### src/common/sysctl_pkg.sv
// constants, register map and state codes of the system control block
package sysctl_pkg;
	// clocks
	localparam int unsigned CLK_FREQ_HZ = 100_000_000;
	localparam int unsigned SYS_FREQ_HZ = 1_000_000;
	localparam int unsigned SYS_DIV = CLK_FREQ_HZ / SYS_FREQ_HZ;
	// timing, each figure in its own unit, then in clock cycles
	localparam int unsigned INIT_TIME_MS = 16;
	localparam int unsigned INIT_CYCLES = INIT_TIME_MS * (CLK_FREQ_HZ / 1000);
	localparam int unsigned WDOG_TIME_MS = 450;
	localparam int unsigned WDOG_CYCLES = WDOG_TIME_MS * (CLK_FREQ_HZ / 1000);
	localparam int unsigned WAKE_TIME_US = 60;
	localparam int unsigned WAKE_CYCLES = WAKE_TIME_US * (CLK_FREQ_HZ / 1_000_000);
	localparam int unsigned SCAN_FAST_HZ = 125;
	localparam int unsigned SCAN_CYCLES = CLK_FREQ_HZ / SCAN_FAST_HZ;
	localparam int unsigned SCAN_PULSE_US = 1;
	localparam int unsigned SCAN_PULSE_CYCLES = SCAN_PULSE_US * (CLK_FREQ_HZ / 1_000_000);
	// widths
	localparam int unsigned NUM_PINS = 13;
	localparam int unsigned AW = 4;
	localparam int unsigned DW = 16;
	// register offsets
	localparam logic [3:0] ADDR_DIR_A = 4'h0;
	localparam logic [3:0] ADDR_DIR_D = 4'h3;
	localparam logic [3:0] ADDR_PINS = 4'h4;
	localparam logic [3:0] ADDR_STATUS = 4'h5;
	localparam logic [3:0] ADDR_CMD = 4'h6;
	localparam logic [3:0] ADDR_SCAN_EN = 4'h7;
	localparam logic [3:0] ADDR_CONFIG = 4'h8;
	localparam logic [3:0] ADDR_IRQ_STAT = 4'h9;
	localparam logic [3:0] ADDR_IRQ_MASK = 4'ha;
	// command codes
	localparam logic [15:0] CMD_CLEAR_FIRST = 16'h0001;
	localparam logic [15:0] CMD_CLEAR_SECOND = 16'h0002;
	localparam logic [15:0] CMD_HALT = 16'h0003;
	// field positions
	localparam int unsigned STAT_LOW_BAT = 0;
	localparam int unsigned STAT_CAUSE_LSB = 1;
	localparam int unsigned CFG_WAKE_PA3 = 0;
	localparam int unsigned CFG_WAKE_PD0 = 1;
	localparam int unsigned CFG_RATE_LSB = 2;
	localparam int unsigned IRQ_WAKE = 0;
	localparam int unsigned IRQ_LOW_BAT = 1;
	localparam int unsigned PIN_PA3 = 3;
	localparam int unsigned PIN_PD0 = 12;
	// reset values
	localparam logic [12:0] DIR_RESET = 13'h1fff;
	localparam logic [3:0] CFG_RESET = 4'h3;
	localparam logic [2:0] CAUSE_POR = 3'h1;
	localparam logic [2:0] CAUSE_UV = 3'h2;
	localparam logic [2:0] CAUSE_WD = 3'h4;
	// sequencer states
	typedef enum logic [3:0] {
		ST_INIT = 4'h1,
		ST_RUN = 4'h2,
		ST_HALT = 4'h4,
		ST_WAKE = 4'h8
	} seq_state_e;
endpackage

### src/common/sysctl_if.sv
// ticks and watchdog handshake between the control core and its helpers
interface sysctl_if;
	logic sys_tick;
	logic scan_low;
	logic scan_run;
	logic [1:0] scan_rate;
	logic wd_run;
	logic wd_clear;
	logic wd_expire;
	modport ticks (output sys_tick, output scan_low, input scan_run, input scan_rate);
	modport dog (input wd_run, input wd_clear, output wd_expire);
	modport ctl (input sys_tick, input scan_low, output scan_run, output scan_rate,
		output wd_run, output wd_clear, input wd_expire);
endinterface

### src/verilog/tick_divider.sv
// divider for the 1 MHz system tick and the key scan pulse train
module tick_divider #(
	parameter int unsigned SCAN_CYCLES = sysctl_pkg::SCAN_CYCLES
) (
	input wire logic ref_clk_i,
	input wire logic rst_i,
	sysctl_if.ticks ifc
);
	logic [7:0] div_r;
	logic tick_r;
	logic [31:0] scan_cnt_r;
	logic scan_low_r;
	logic [31:0] scan_period;

	// system tick, one cycle in every SYS_DIV
	always_ff @(posedge ref_clk_i) begin
		if (rst_i || div_r == 8'(sysctl_pkg::SYS_DIV - 1)) begin
			div_r <= 8'h00;
		end else begin
			div_r <= div_r + 8'h01;
		end
		tick_r <= !rst_i && div_r == 8'(sysctl_pkg::SYS_DIV - 1);
	end

	// period doubles for each step of the rate code
	assign scan_period = SCAN_CYCLES << ifc.scan_rate;

	// low pulse at the start of each scan period, only while halted
	always_ff @(posedge ref_clk_i) begin
		if (rst_i || !ifc.scan_run || scan_cnt_r == scan_period - 32'h1) begin
			scan_cnt_r <= 32'h0;
		end else begin
			scan_cnt_r <= scan_cnt_r + 32'h1;
		end
		scan_low_r <= !rst_i && ifc.scan_run && scan_cnt_r < sysctl_pkg::SCAN_PULSE_CYCLES;
	end

	assign ifc.sys_tick = tick_r;
	assign ifc.scan_low = scan_low_r;
endmodule

### src/verilog/watchdog_counter.sv
// watchdog counter, runs while the program executes
module watchdog_counter #(
	parameter int unsigned WDOG_CYCLES = sysctl_pkg::WDOG_CYCLES
) (
	input wire logic ref_clk_i,
	input wire logic rst_i,
	sysctl_if.dog ifc
);
	logic [31:0] cnt_r;
	logic expire_r;

	// count run cycles, wrap and flag on timeout
	always_ff @(posedge ref_clk_i) begin
		if (rst_i || ifc.wd_clear) begin
			cnt_r <= 32'h0;
		end else if (ifc.wd_run) begin
			cnt_r <= (cnt_r == WDOG_CYCLES - 1) ? 32'h0 : cnt_r + 32'h1;
		end
		expire_r <= !rst_i && !ifc.wd_clear && ifc.wd_run && cnt_r == WDOG_CYCLES - 1;
	end

	assign ifc.wd_expire = expire_r;

	chk_wdog_full_period: assert property (@(posedge ref_clk_i) disable iff (rst_i)
		ifc.wd_expire |-> $past(cnt_r) == WDOG_CYCLES - 1 && cnt_r == 32'h0)
		else $error("watchdog expired before full period");
endmodule

### src/verilog/system_reset_watchdog_io.sv
// reset sequencer, watchdog, low battery flag and 13 pull-up pins
// How it works
// - hold reset initialization 16 ms after power
// - leave initialization by loading the reset vector
// - undervoltage input forces whole-system reset; scan enables, config and irq mask/status are kept
// - read-only battery flag, 0 when low
// - watchdog runs with program, resets on timeout
// - watchdog timeout at least 0.45 s
// - only second clear right after first clears
// - thirteen pull-up pins: A, B, C, D0
// - write 1 input, write 0 drive low
// - pin direction changeable any time while running
// - key-scan pins pulse low while halted
// - wake option for port A3 and D0
// - internal 1 MHz system clock only
// - halted device wakes on enabled input low
// - wait 60 us after wake before resuming
// - undervoltage while halted gives full reset
// - scan rate selectable among four rates
module system_reset_watchdog_io #(
	parameter int unsigned INIT_CYCLES = sysctl_pkg::INIT_CYCLES,
	parameter int unsigned WDOG_CYCLES = sysctl_pkg::WDOG_CYCLES,
	parameter int unsigned WAKE_CYCLES = sysctl_pkg::WAKE_CYCLES,
	parameter int unsigned SCAN_CYCLES = sysctl_pkg::SCAN_CYCLES
) (
	input wire logic ref_clk_i,
	input wire logic rst_i,
	input wire logic [3:0] addr_i,
	input wire logic [15:0] wdata_i,
	input wire logic we_i,
	input wire logic re_i,
	output logic [15:0] rdata_o,
	input wire logic undervoltage_i,
	input wire logic low_battery_i,
	input wire logic [12:0] pins_i,
	output logic [12:0] pin_out_o,
	output logic [12:0] pin_oe_n_o,
	output logic core_reset_o,
	output logic pc_load_o,
	output logic core_tick_o,
	output logic halted_o,
	output logic irq_o
);
	sysctl_if ifc ();

	sysctl_pkg::seq_state_e state_r;
	logic [31:0] cnt_r;
	logic [12:0] dir_r;
	logic [12:0] scan_en_r;
	logic [3:0] cfg_r;
	logic [2:0] cause_r;
	logic [1:0] irq_stat_r;
	logic [1:0] irq_mask_r;
	logic [12:0] pin_prev_r;
	logic lb_flag_prev_r;
	logic arm_r;
	logic restart_w;
	logic kick_w;
	logic halt_cmd_w;
	logic wake_w;
	logic init_done_w;
	logic [1:0] irq_set_w;
	logic [31:0] init_len_r;
	logic [31:0] wake_len_r;
	logic last_first_r;

	// pins that may wake the device, per the two wake options
	function automatic logic [12:0] wake_mask(input logic [3:0] cfg);
		logic [12:0] m;
		m = 13'h1fff;
		m[sysctl_pkg::PIN_PA3] = cfg[sysctl_pkg::CFG_WAKE_PA3];
		m[sysctl_pkg::PIN_PD0] = cfg[sysctl_pkg::CFG_WAKE_PD0];
		return m;
	endfunction

	// write decode, shared by all register processes
	function automatic logic wr_hit(input logic [3:0] a);
		return we_i && addr_i == a;
	endfunction

	// read multiplexer, unmapped offsets read zero
	function automatic logic [15:0] reg_read(input logic [3:0] a);
		logic [15:0] v;
		v = 16'h0000;
		unique case (a)
			4'h0: v[3:0] = dir_r[3:0];
			4'h1: v[3:0] = dir_r[7:4];
			4'h2: v[3:0] = dir_r[11:8];
			sysctl_pkg::ADDR_DIR_D: v[0] = dir_r[12];
			sysctl_pkg::ADDR_PINS: v[12:0] = pins_i;
			sysctl_pkg::ADDR_STATUS: begin
				v[sysctl_pkg::STAT_LOW_BAT] = !low_battery_i;
				v[sysctl_pkg::STAT_CAUSE_LSB +: 3] = cause_r;
			end
			sysctl_pkg::ADDR_SCAN_EN: v[12:0] = scan_en_r;
			sysctl_pkg::ADDR_CONFIG: v[3:0] = cfg_r;
			sysctl_pkg::ADDR_IRQ_STAT: v[1:0] = irq_stat_r;
			sysctl_pkg::ADDR_IRQ_MASK: v[1:0] = irq_mask_r;
			default: v = 16'h0000;
		endcase
		return v;
	endfunction

	// helpers on the interface
	tick_divider #(
		.SCAN_CYCLES(SCAN_CYCLES)
	) u_ticks (
		.ref_clk_i(ref_clk_i),
		.rst_i(rst_i),
		.ifc(ifc.ticks)
	);

	watchdog_counter #(
		.WDOG_CYCLES(WDOG_CYCLES)
	) u_dog (
		.ref_clk_i(ref_clk_i),
		.rst_i(rst_i),
		.ifc(ifc.dog)
	);

	// reset sources other than power-on
	assign restart_w = undervoltage_i || ifc.wd_expire;
	assign init_done_w = state_r == sysctl_pkg::ST_INIT && cnt_r == INIT_CYCLES - 1;
	assign halt_cmd_w = wr_hit(sysctl_pkg::ADDR_CMD) && wdata_i == sysctl_pkg::CMD_HALT;
	assign kick_w = wr_hit(sysctl_pkg::ADDR_CMD) && wdata_i == sysctl_pkg::CMD_CLEAR_SECOND
		&& arm_r;
	assign wake_w = |(pin_prev_r & ~pins_i & wake_mask(cfg_r) & pin_oe_n_o);

	// watchdog runs only while the program executes
	assign ifc.wd_run = state_r == sysctl_pkg::ST_RUN;
	assign ifc.wd_clear = kick_w || restart_w || state_r == sysctl_pkg::ST_INIT;
	assign ifc.scan_run = state_r == sysctl_pkg::ST_HALT;
	assign ifc.scan_rate = cfg_r[sysctl_pkg::CFG_RATE_LSB +: 2];

	// reset sequencer
	always_ff @(posedge ref_clk_i) begin
		if (rst_i) begin
			state_r <= sysctl_pkg::ST_INIT;
			cnt_r <= 32'h0;
		end else if (restart_w) begin
			state_r <= sysctl_pkg::ST_INIT;
			cnt_r <= 32'h0;
		end else begin
			unique case (state_r)
				sysctl_pkg::ST_INIT: begin
					if (init_done_w) begin
						state_r <= sysctl_pkg::ST_RUN;
						cnt_r <= 32'h0;
					end else begin
						cnt_r <= cnt_r + 32'h1;
					end
				end
				sysctl_pkg::ST_RUN: begin
					if (halt_cmd_w) begin
						state_r <= sysctl_pkg::ST_HALT;
					end
				end
				sysctl_pkg::ST_HALT: begin
					if (wake_w) begin
						state_r <= sysctl_pkg::ST_WAKE;
						cnt_r <= 32'h0;
					end
				end
				sysctl_pkg::ST_WAKE: begin
					if (cnt_r == WAKE_CYCLES - 1) begin
						state_r <= sysctl_pkg::ST_RUN;
						cnt_r <= 32'h0;
					end else begin
						cnt_r <= cnt_r + 32'h1;
					end
				end
			endcase
		end
	end

	// core controls: reset level, vector load, gated 1 MHz tick
	always_ff @(posedge ref_clk_i) begin
		if (rst_i) begin
			core_reset_o <= 1'b1;
			pc_load_o <= 1'b0;
			core_tick_o <= 1'b0;
			halted_o <= 1'b0;
		end else begin
			core_reset_o <= state_r == sysctl_pkg::ST_INIT;
			pc_load_o <= init_done_w && !restart_w;
			core_tick_o <= ifc.sys_tick && state_r == sysctl_pkg::ST_RUN;
			halted_o <= state_r == sysctl_pkg::ST_HALT;
		end
	end

	// watchdog clear sequence: any bus access between the two disarms
	always_ff @(posedge ref_clk_i) begin
		if (rst_i || restart_w) begin
			arm_r <= 1'b0;
		end else if (we_i || re_i) begin
			arm_r <= wr_hit(sysctl_pkg::ADDR_CMD) && wdata_i == sysctl_pkg::CMD_CLEAR_FIRST;
		end
	end

	// port direction bits, released to input on any reset
	always_ff @(posedge ref_clk_i) begin
		if (rst_i || restart_w) begin
			dir_r <= sysctl_pkg::DIR_RESET;
		end else if (state_r != sysctl_pkg::ST_INIT) begin
			for (int p = 0; p < 3; p++) begin
				if (wr_hit(4'(sysctl_pkg::ADDR_DIR_A + p))) begin
					dir_r[p*4 +: 4] <= wdata_i[3:0];
				end
			end
			if (wr_hit(sysctl_pkg::ADDR_DIR_D)) begin
				dir_r[12] <= wdata_i[0];
			end
		end
	end

	// configuration: scan enables, wake options, scan rate
	always_ff @(posedge ref_clk_i) begin
		if (rst_i) begin
			scan_en_r <= 13'h0000;
			cfg_r <= sysctl_pkg::CFG_RESET;
			irq_mask_r <= 2'h0;
		end else begin
			if (wr_hit(sysctl_pkg::ADDR_SCAN_EN)) begin
				scan_en_r <= wdata_i[12:0];
			end
			if (wr_hit(sysctl_pkg::ADDR_CONFIG)) begin
				cfg_r <= wdata_i[3:0];
			end
			if (wr_hit(sysctl_pkg::ADDR_IRQ_MASK)) begin
				irq_mask_r <= wdata_i[1:0];
			end
		end
	end

	// cause of the last reset
	always_ff @(posedge ref_clk_i) begin
		if (rst_i) begin
			cause_r <= sysctl_pkg::CAUSE_POR;
		end else if (undervoltage_i) begin
			cause_r <= sysctl_pkg::CAUSE_UV;
		end else if (ifc.wd_expire) begin
			cause_r <= sysctl_pkg::CAUSE_WD;
		end
	end

	// pin drivers: low when direction bit is 0 or scan pulse in halt
	always_ff @(posedge ref_clk_i) begin
		if (rst_i) begin
			pin_oe_n_o <= 13'h1fff;
			pin_out_o <= 13'h0000;
			pin_prev_r <= 13'h1fff;
		end else begin
			pin_oe_n_o <= dir_r & ~(scan_en_r & {13{ifc.scan_run && ifc.scan_low}});
			pin_out_o <= 13'h0000;
			pin_prev_r <= pins_i;
		end
	end

	// interrupt events: wake-up, battery flag falling
	assign irq_set_w[sysctl_pkg::IRQ_WAKE] = state_r == sysctl_pkg::ST_HALT && wake_w && !restart_w;
	assign irq_set_w[sysctl_pkg::IRQ_LOW_BAT] = lb_flag_prev_r && low_battery_i;

	// sticky status, write one to clear, a new event wins
	always_ff @(posedge ref_clk_i) begin
		if (rst_i) begin
			irq_stat_r <= 2'h0;
			lb_flag_prev_r <= 1'b1;
			irq_o <= 1'b0;
		end else begin
			irq_stat_r <= (irq_stat_r & ~({2{wr_hit(sysctl_pkg::ADDR_IRQ_STAT)}} & wdata_i[1:0]))
				| irq_set_w;
			lb_flag_prev_r <= !low_battery_i;
			irq_o <= |(irq_stat_r & irq_mask_r);
		end
	end

	// read data, valid the cycle after the strobe only
	always_ff @(posedge ref_clk_i) begin
		if (rst_i || !re_i) begin
			rdata_o <= 16'h0000;
		end else begin
			rdata_o <= reg_read(addr_i);
		end
	end

	// checking helpers: length of each initialization and wake wait, last bus access
	always_ff @(posedge ref_clk_i) begin
		if (rst_i || restart_w || state_r != sysctl_pkg::ST_INIT) begin
			init_len_r <= (state_r == sysctl_pkg::ST_INIT && !rst_i && !restart_w)
				? init_len_r + 32'h1 : 32'h0;
		end else begin
			init_len_r <= init_len_r + 32'h1;
		end
		if (rst_i || state_r != sysctl_pkg::ST_WAKE) begin
			wake_len_r <= 32'h0;
		end else begin
			wake_len_r <= wake_len_r + 32'h1;
		end
		// idle cycles keep the last access, so a gap between the pair is legal
		if (rst_i) begin
			last_first_r <= 1'b0;
		end else if (we_i || re_i) begin
			last_first_r <= we_i && addr_i == sysctl_pkg::ADDR_CMD
				&& wdata_i == sysctl_pkg::CMD_CLEAR_FIRST;
		end
	end

	chk_init_length: assert property (@(posedge ref_clk_i) disable iff (rst_i)
		state_r == sysctl_pkg::ST_RUN && $past(state_r) == sysctl_pkg::ST_INIT
		|-> init_len_r == INIT_CYCLES)
		else $error("initialization wait has wrong length");

	chk_vector_load: assert property (@(posedge ref_clk_i) disable iff (rst_i)
		pc_load_o |-> state_r == sysctl_pkg::ST_RUN && $past(state_r) == sysctl_pkg::ST_INIT
		##1 !pc_load_o && !core_reset_o)
		else $error("vector load not tied to leaving initialization");

	chk_uv_reset: assert property (@(posedge ref_clk_i) disable iff (rst_i)
		undervoltage_i |=> state_r == sysctl_pkg::ST_INIT ##1 core_reset_o)
		else $error("undervoltage did not reset the system");

	chk_battery_read: assert property (@(posedge ref_clk_i) disable iff (rst_i)
		re_i && addr_i == sysctl_pkg::ADDR_STATUS
		|=> rdata_o[sysctl_pkg::STAT_LOW_BAT] == !$past(low_battery_i))
		else $error("battery flag reads wrong value");

	chk_wdog_restart: assert property (@(posedge ref_clk_i) disable iff (rst_i)
		ifc.wd_expire |=> state_r == sysctl_pkg::ST_INIT ##1 core_reset_o)
		else $error("watchdog timeout gave no reset");

	chk_clear_pair: assert property (@(posedge ref_clk_i) disable iff (rst_i)
		kick_w |-> last_first_r ##1 u_dog.cnt_r == 32'h0)
		else $error("watchdog cleared without preceding first clear");

	chk_dir_effect: assert property (@(posedge ref_clk_i) disable iff (rst_i)
		we_i && addr_i == sysctl_pkg::ADDR_DIR_A
		&& state_r == sysctl_pkg::ST_RUN && !restart_w
		##1 state_r == sysctl_pkg::ST_RUN && !restart_w
		|=> pin_oe_n_o[3:0] == $past(wdata_i[3:0], 2))
		else $error("port A direction write not seen on pins");

	chk_scan_pulse: assert property (@(posedge ref_clk_i) disable iff (rst_i)
		state_r == sysctl_pkg::ST_HALT && ifc.scan_low |=> (pin_oe_n_o & $past(scan_en_r)) == 13'h0)
		else $error("scan pin not driven during halt pulse");

	chk_halt_wake: assert property (@(posedge ref_clk_i) disable iff (rst_i)
		state_r == sysctl_pkg::ST_HALT && !restart_w
		&& |(pin_prev_r & ~pins_i & wake_mask(cfg_r) & pin_oe_n_o)
		|=> state_r == sysctl_pkg::ST_WAKE && !core_tick_o)
		else $error("enabled pin low did not wake");

	chk_wake_wait: assert property (@(posedge ref_clk_i) disable iff (rst_i)
		state_r == sysctl_pkg::ST_RUN && $past(state_r) == sysctl_pkg::ST_WAKE
		|-> $past(wake_len_r) == WAKE_CYCLES - 1)
		else $error("wake wait has wrong length");

	chk_reset_pins: assert property (@(posedge ref_clk_i) disable iff (rst_i)
		restart_w |=> ##1 pin_oe_n_o == 13'h1fff)
		else $error("pins not released after reset");

	cov_boot: cover property (@(posedge ref_clk_i) disable iff (rst_i) pc_load_o);
	cov_wake: cover property (@(posedge ref_clk_i) disable iff (rst_i)
		state_r == sysctl_pkg::ST_WAKE ##1 state_r == sysctl_pkg::ST_RUN);
	cov_kick: cover property (@(posedge ref_clk_i) disable iff (rst_i) kick_w);
	cov_expire: cover property (@(posedge ref_clk_i) disable iff (rst_i) ifc.wd_expire);
endmodule

### config.mk
export PLATFORM = sky130hd
export DESIGN_NAME = system_reset_watchdog_io
export DESIGN_NICKNAME = d
export VERILOG_FILES = /design/src/common/sysctl_pkg.sv /design/src/common/sysctl_if.sv /design/src/verilog/tick_divider.sv /design/src/verilog/watchdog_counter.sv /design/src/verilog/system_reset_watchdog_io.sv
export SDC_FILE = /design/constraint.sdc
export NUM_CORES = 1
export LEC_CHECK = 0
export ABC_AREA = 1
export BUFFER_PORTS_ARGS = -buffer_cell sky130_fd_sc_hd__buf_2
export CORE_MARGIN = 5
export CORE_UTILIZATION = 50
export CTS_CLUSTER_SIZE = 14
export DETAILED_ROUTE_END_ITERATION = 10
export PLACE_DENSITY = 0.69
export RECOVER_POWER = 100
export SLEW_MARGIN = 25
export SYNTH_ARGS = -nofsm -noshare
export SYNTH_HDL_FRONTEND = slang
export SYNTH_SLANG_ARGS = --single-unit
### constraint.sdc
create_clock -name ref_clk_i -period 2.1 [get_ports ref_clk_i]
set_input_delay 0.21 -clock ref_clk_i [delete_from_list [all_inputs] [get_ports ref_clk_i]]
set_output_delay 0.21 -clock ref_clk_i [all_outputs]
set_load 0.01 [all_outputs]
==> metrics.txt <==
relative slew slack 35.0%; largest net degree at the start of global routing 33; first-pass GRT wire length 45700 um; EDFF count, synth 0; Max Cap Viol 0; Rows 52; GRT Util Overall approximately 23%; Hold Fails Final Rpt 0; CP arrival approximately 2.4 ns; drt drc 0; worst-skew pair later-pin latency between 0.4 and 0.5 ns; vias in the first global route 9394; Pleak about 4.5 nW; Tightest Pin Transition about 0.98 ns; routed wire length 28100 um; RSZ-0062 raised after global routing true; GP Congestion 0.938; Fmax just over 500 MHz; PwrDens approximately 620 mW/mm2; CORE AREA 0.0203 mm2; htree depth 4; CP startpoint kind input pin; hold crit path type in2reg; status finished, final reports clean; Yosys reg bits 194; Yosys top cell by area dfxtp_1; Initial Utilization 50.9%; Register-to-Register Path Depth 8; Post-Syn Area approximately 0.010 mm2; final setup violation count 0; Critical Path End Type register; initial antenna violation count 0; fillers 2012; vias 10300; VDD IR max 0.516 mV; dpl cell area 0.0110 mm2; Die Area 0.0236 mm2; clock buffers created by TritonCTS 17; Worst-path clk slew 0.08 ns; Buffers on Ports 69; DRT Pass-1 Iters 7; I/O pins 86; max incr delay on CP about 0.54 ns; Sequential cell area 0.00389 mm2; Area contributors post-synth dfxtp_1 38%, nand2_1 15%, nor2_1 8.6%; # diodes 0; worst-path fanout max 30; met3 usage 3.85%; root buf cell clkbuf_16; Hold Path Cell Cnt 3; Avg Cell Area, Syn 6.51 um2; YS warnings 0; multi-input logic area about 0.0055 mm2; Period minus WS final about 2.0 ns; CTS tree yes; vias per inst 5.22; nets roughly 1700; dpl hpwl 20200 um; slowest cell on the critical path dlygate4sd3_1; most used cell, CP nand2_1; Clock Sinks 194; routed len/inst 14.3 um; Starting DRT DRC Count ~790; Worst EP required ~2.5 ns; Max Slew Vio Count 0; Fin Clk Skew 0.0171 ns; critical path, cell by cell dlygate4sd3_1 -> buf_2 -> inv_1 -> nand3_1 -> nand2_1 -> nand3b_1 -> nor2_2 -> nand2_2 -> nand2_1 -> buf_12 -> nand2_1 -> a21oi_1; Overflow after GRT 0; Yosys cell types 49; met2 usage between 30 and 40%; Max clock buf depth 2; P&R area growth vs syn 15.0%; share of layout cells above drive strength 1 7.96%; Die Height 154 um; Async SR Flop Fraction 0%; fin crit share 94.0%; Detail Route Antenna Nets 0; Mapped Cells 1587; register area share after synthesis 37.6%; Die X-Extent 154 um; top cell type's share of synthesized area 37.6%; CP Class in2reg; fin area around 0.012 mm2; setup_tns 0 ns; met1 usage in global routing 30.5%; global route hottest layer met2; main flop type after synthesis dfxtp_1
-- cell usage after synthesis, types with 3 or more instances --
library cell  number
buf_4             22
nor3_1            52
nand2_1          414
or2_2              3
nor4_1             4
o21ai_0           53
nor3b_1            5
xor2_1            46
nor2_1           236
inv_1            191
dfxtp_1          194
a21oi_1           93
nor2_2             7
o22ai_1            7
ha_1              13
inv_2              6
buf_2              4
clkbuf_1          30
nand4_1           40
xnor2_1           16
nand3_1          116
-- worst max-delay path: cells and delay by family --
family | cells | cell delay (ns)
AO/OA/AOI/OAI | 1 | 0.15
AND/OR/NAND/NOR | 7 | 1.08
buffers and inverters | 4 | 0.91
-- worst paths after layout --
path | from | to | slack (ns)
worst max-delay path | pins_i[8] | cnt_r[20] | 0.13
worst min-delay path | pins_i[0] | pin_prev_r[0] | 0.01
worst max register to register | state_r[3] | u_dog.cnt_r[26] | 0.16
worst min register to register | u_ticks.ifc.sys_tick | core_tick_o | 0.43
-- cell type report --
| class | instances | area share (%) |
|---|---|---|
| Timing Repair Buffer | 119 | 6.48 |
| Inverter | 199 | 6.30 |
| Sequential cell | 194 | 32.7 |
| Multi-Input combinational cell | 1151 | 46.5 |
| Tap cell | 270 | 2.84 |
| Clock inverter | 14 | 1.58 |
| Clock buffer | 18 | 3.61 |
-- kinds of logic (layout without fill, tap and decap cells) --
family	after synthesis	after routing	share of synthesized area [%]
simple gates	889	889	36.4
flops	194	194	37.6
xor+xnor	62	62	5.25
compound gates	171	171	8.86
other cells	1	16	0.0363
buf+inv	257	350	10.3
fa+ha+maj	13	13	1.57
-- per-stage QoR --
step                total power [mW]  instances  hold WS (ns)  utilization [%]  worst slack [ns]
finish                          7.42       1965        0.0122             58.6             0.126
CTS                             7.46       1959       0.00849             58.0            0.0735
floorplan                       4.00       1602         0.280                -             0.146
global placement                4.10       1913         0.408             54.3             0.150
global route                    7.69       1965        0.0193             58.6          -0.00387
detailed placement              4.10       1913         0.413             54.3             0.125
-- routing by layer --
| metal | up-vias | share of wire, % |
|---|---|---|
| met2 | 321 | 47 |
| met4 | 0 | 1.9 |
| li1 | 5219 | - |
| met5 | - | 0 |
| met3 | 42 | 6.0 |
| met1 | 4668 | 45 |
-- power by group --
part / leakage, nW / internal, mW / switching [mW]
Sequential: 1.57 / 3.71 / 0.0157
Combinational: 2.63 / 0.115 / 0.199
Clock: 0.294 / 1.72 / 1.66
-- flip-flops by register name, indices dropped and copies added (netlist names), 2 cells and up --
register,count
cnt_r,32
u_dog.cnt_r,32
u_ticks.scan_cnt_r,32
dir_r,13
pin_oe_n_o,13
pin_prev_r,13
rdata_o,13
scan_en_r,13
u_ticks.div_r,8
cfg_r,4
state_r,4
cause_r,3
irq_mask_r,2
irq_stat_r,2
-- placed cells by master, fill, tap and decap left out, types with 14 or more instances in the layout --
cell           instances
nor3_1                52
buf_2                 32
dlygate4sd3_1         14
a21oi_1               93
nand3_1              116
clkbuf_1              40
xnor2_1               16
dfxtp_1              192
inv_1                189
conb_1                16
o21ai_0               53
nor2_1               232
clkbuf_16             19
nand2_1              412
xor2_1                46
buf_4                 25
nand4_1               40
-- repair_timing --
item / CTS / global route
gates resized for setup: 0 / 25
endpoints found under the setup margin: 0 / 68
hold endpoints to repair: 14 / 0
setup buffers: 0 / 3
hold buffers: 14 / 0
(Power assumes the default switching activity.)
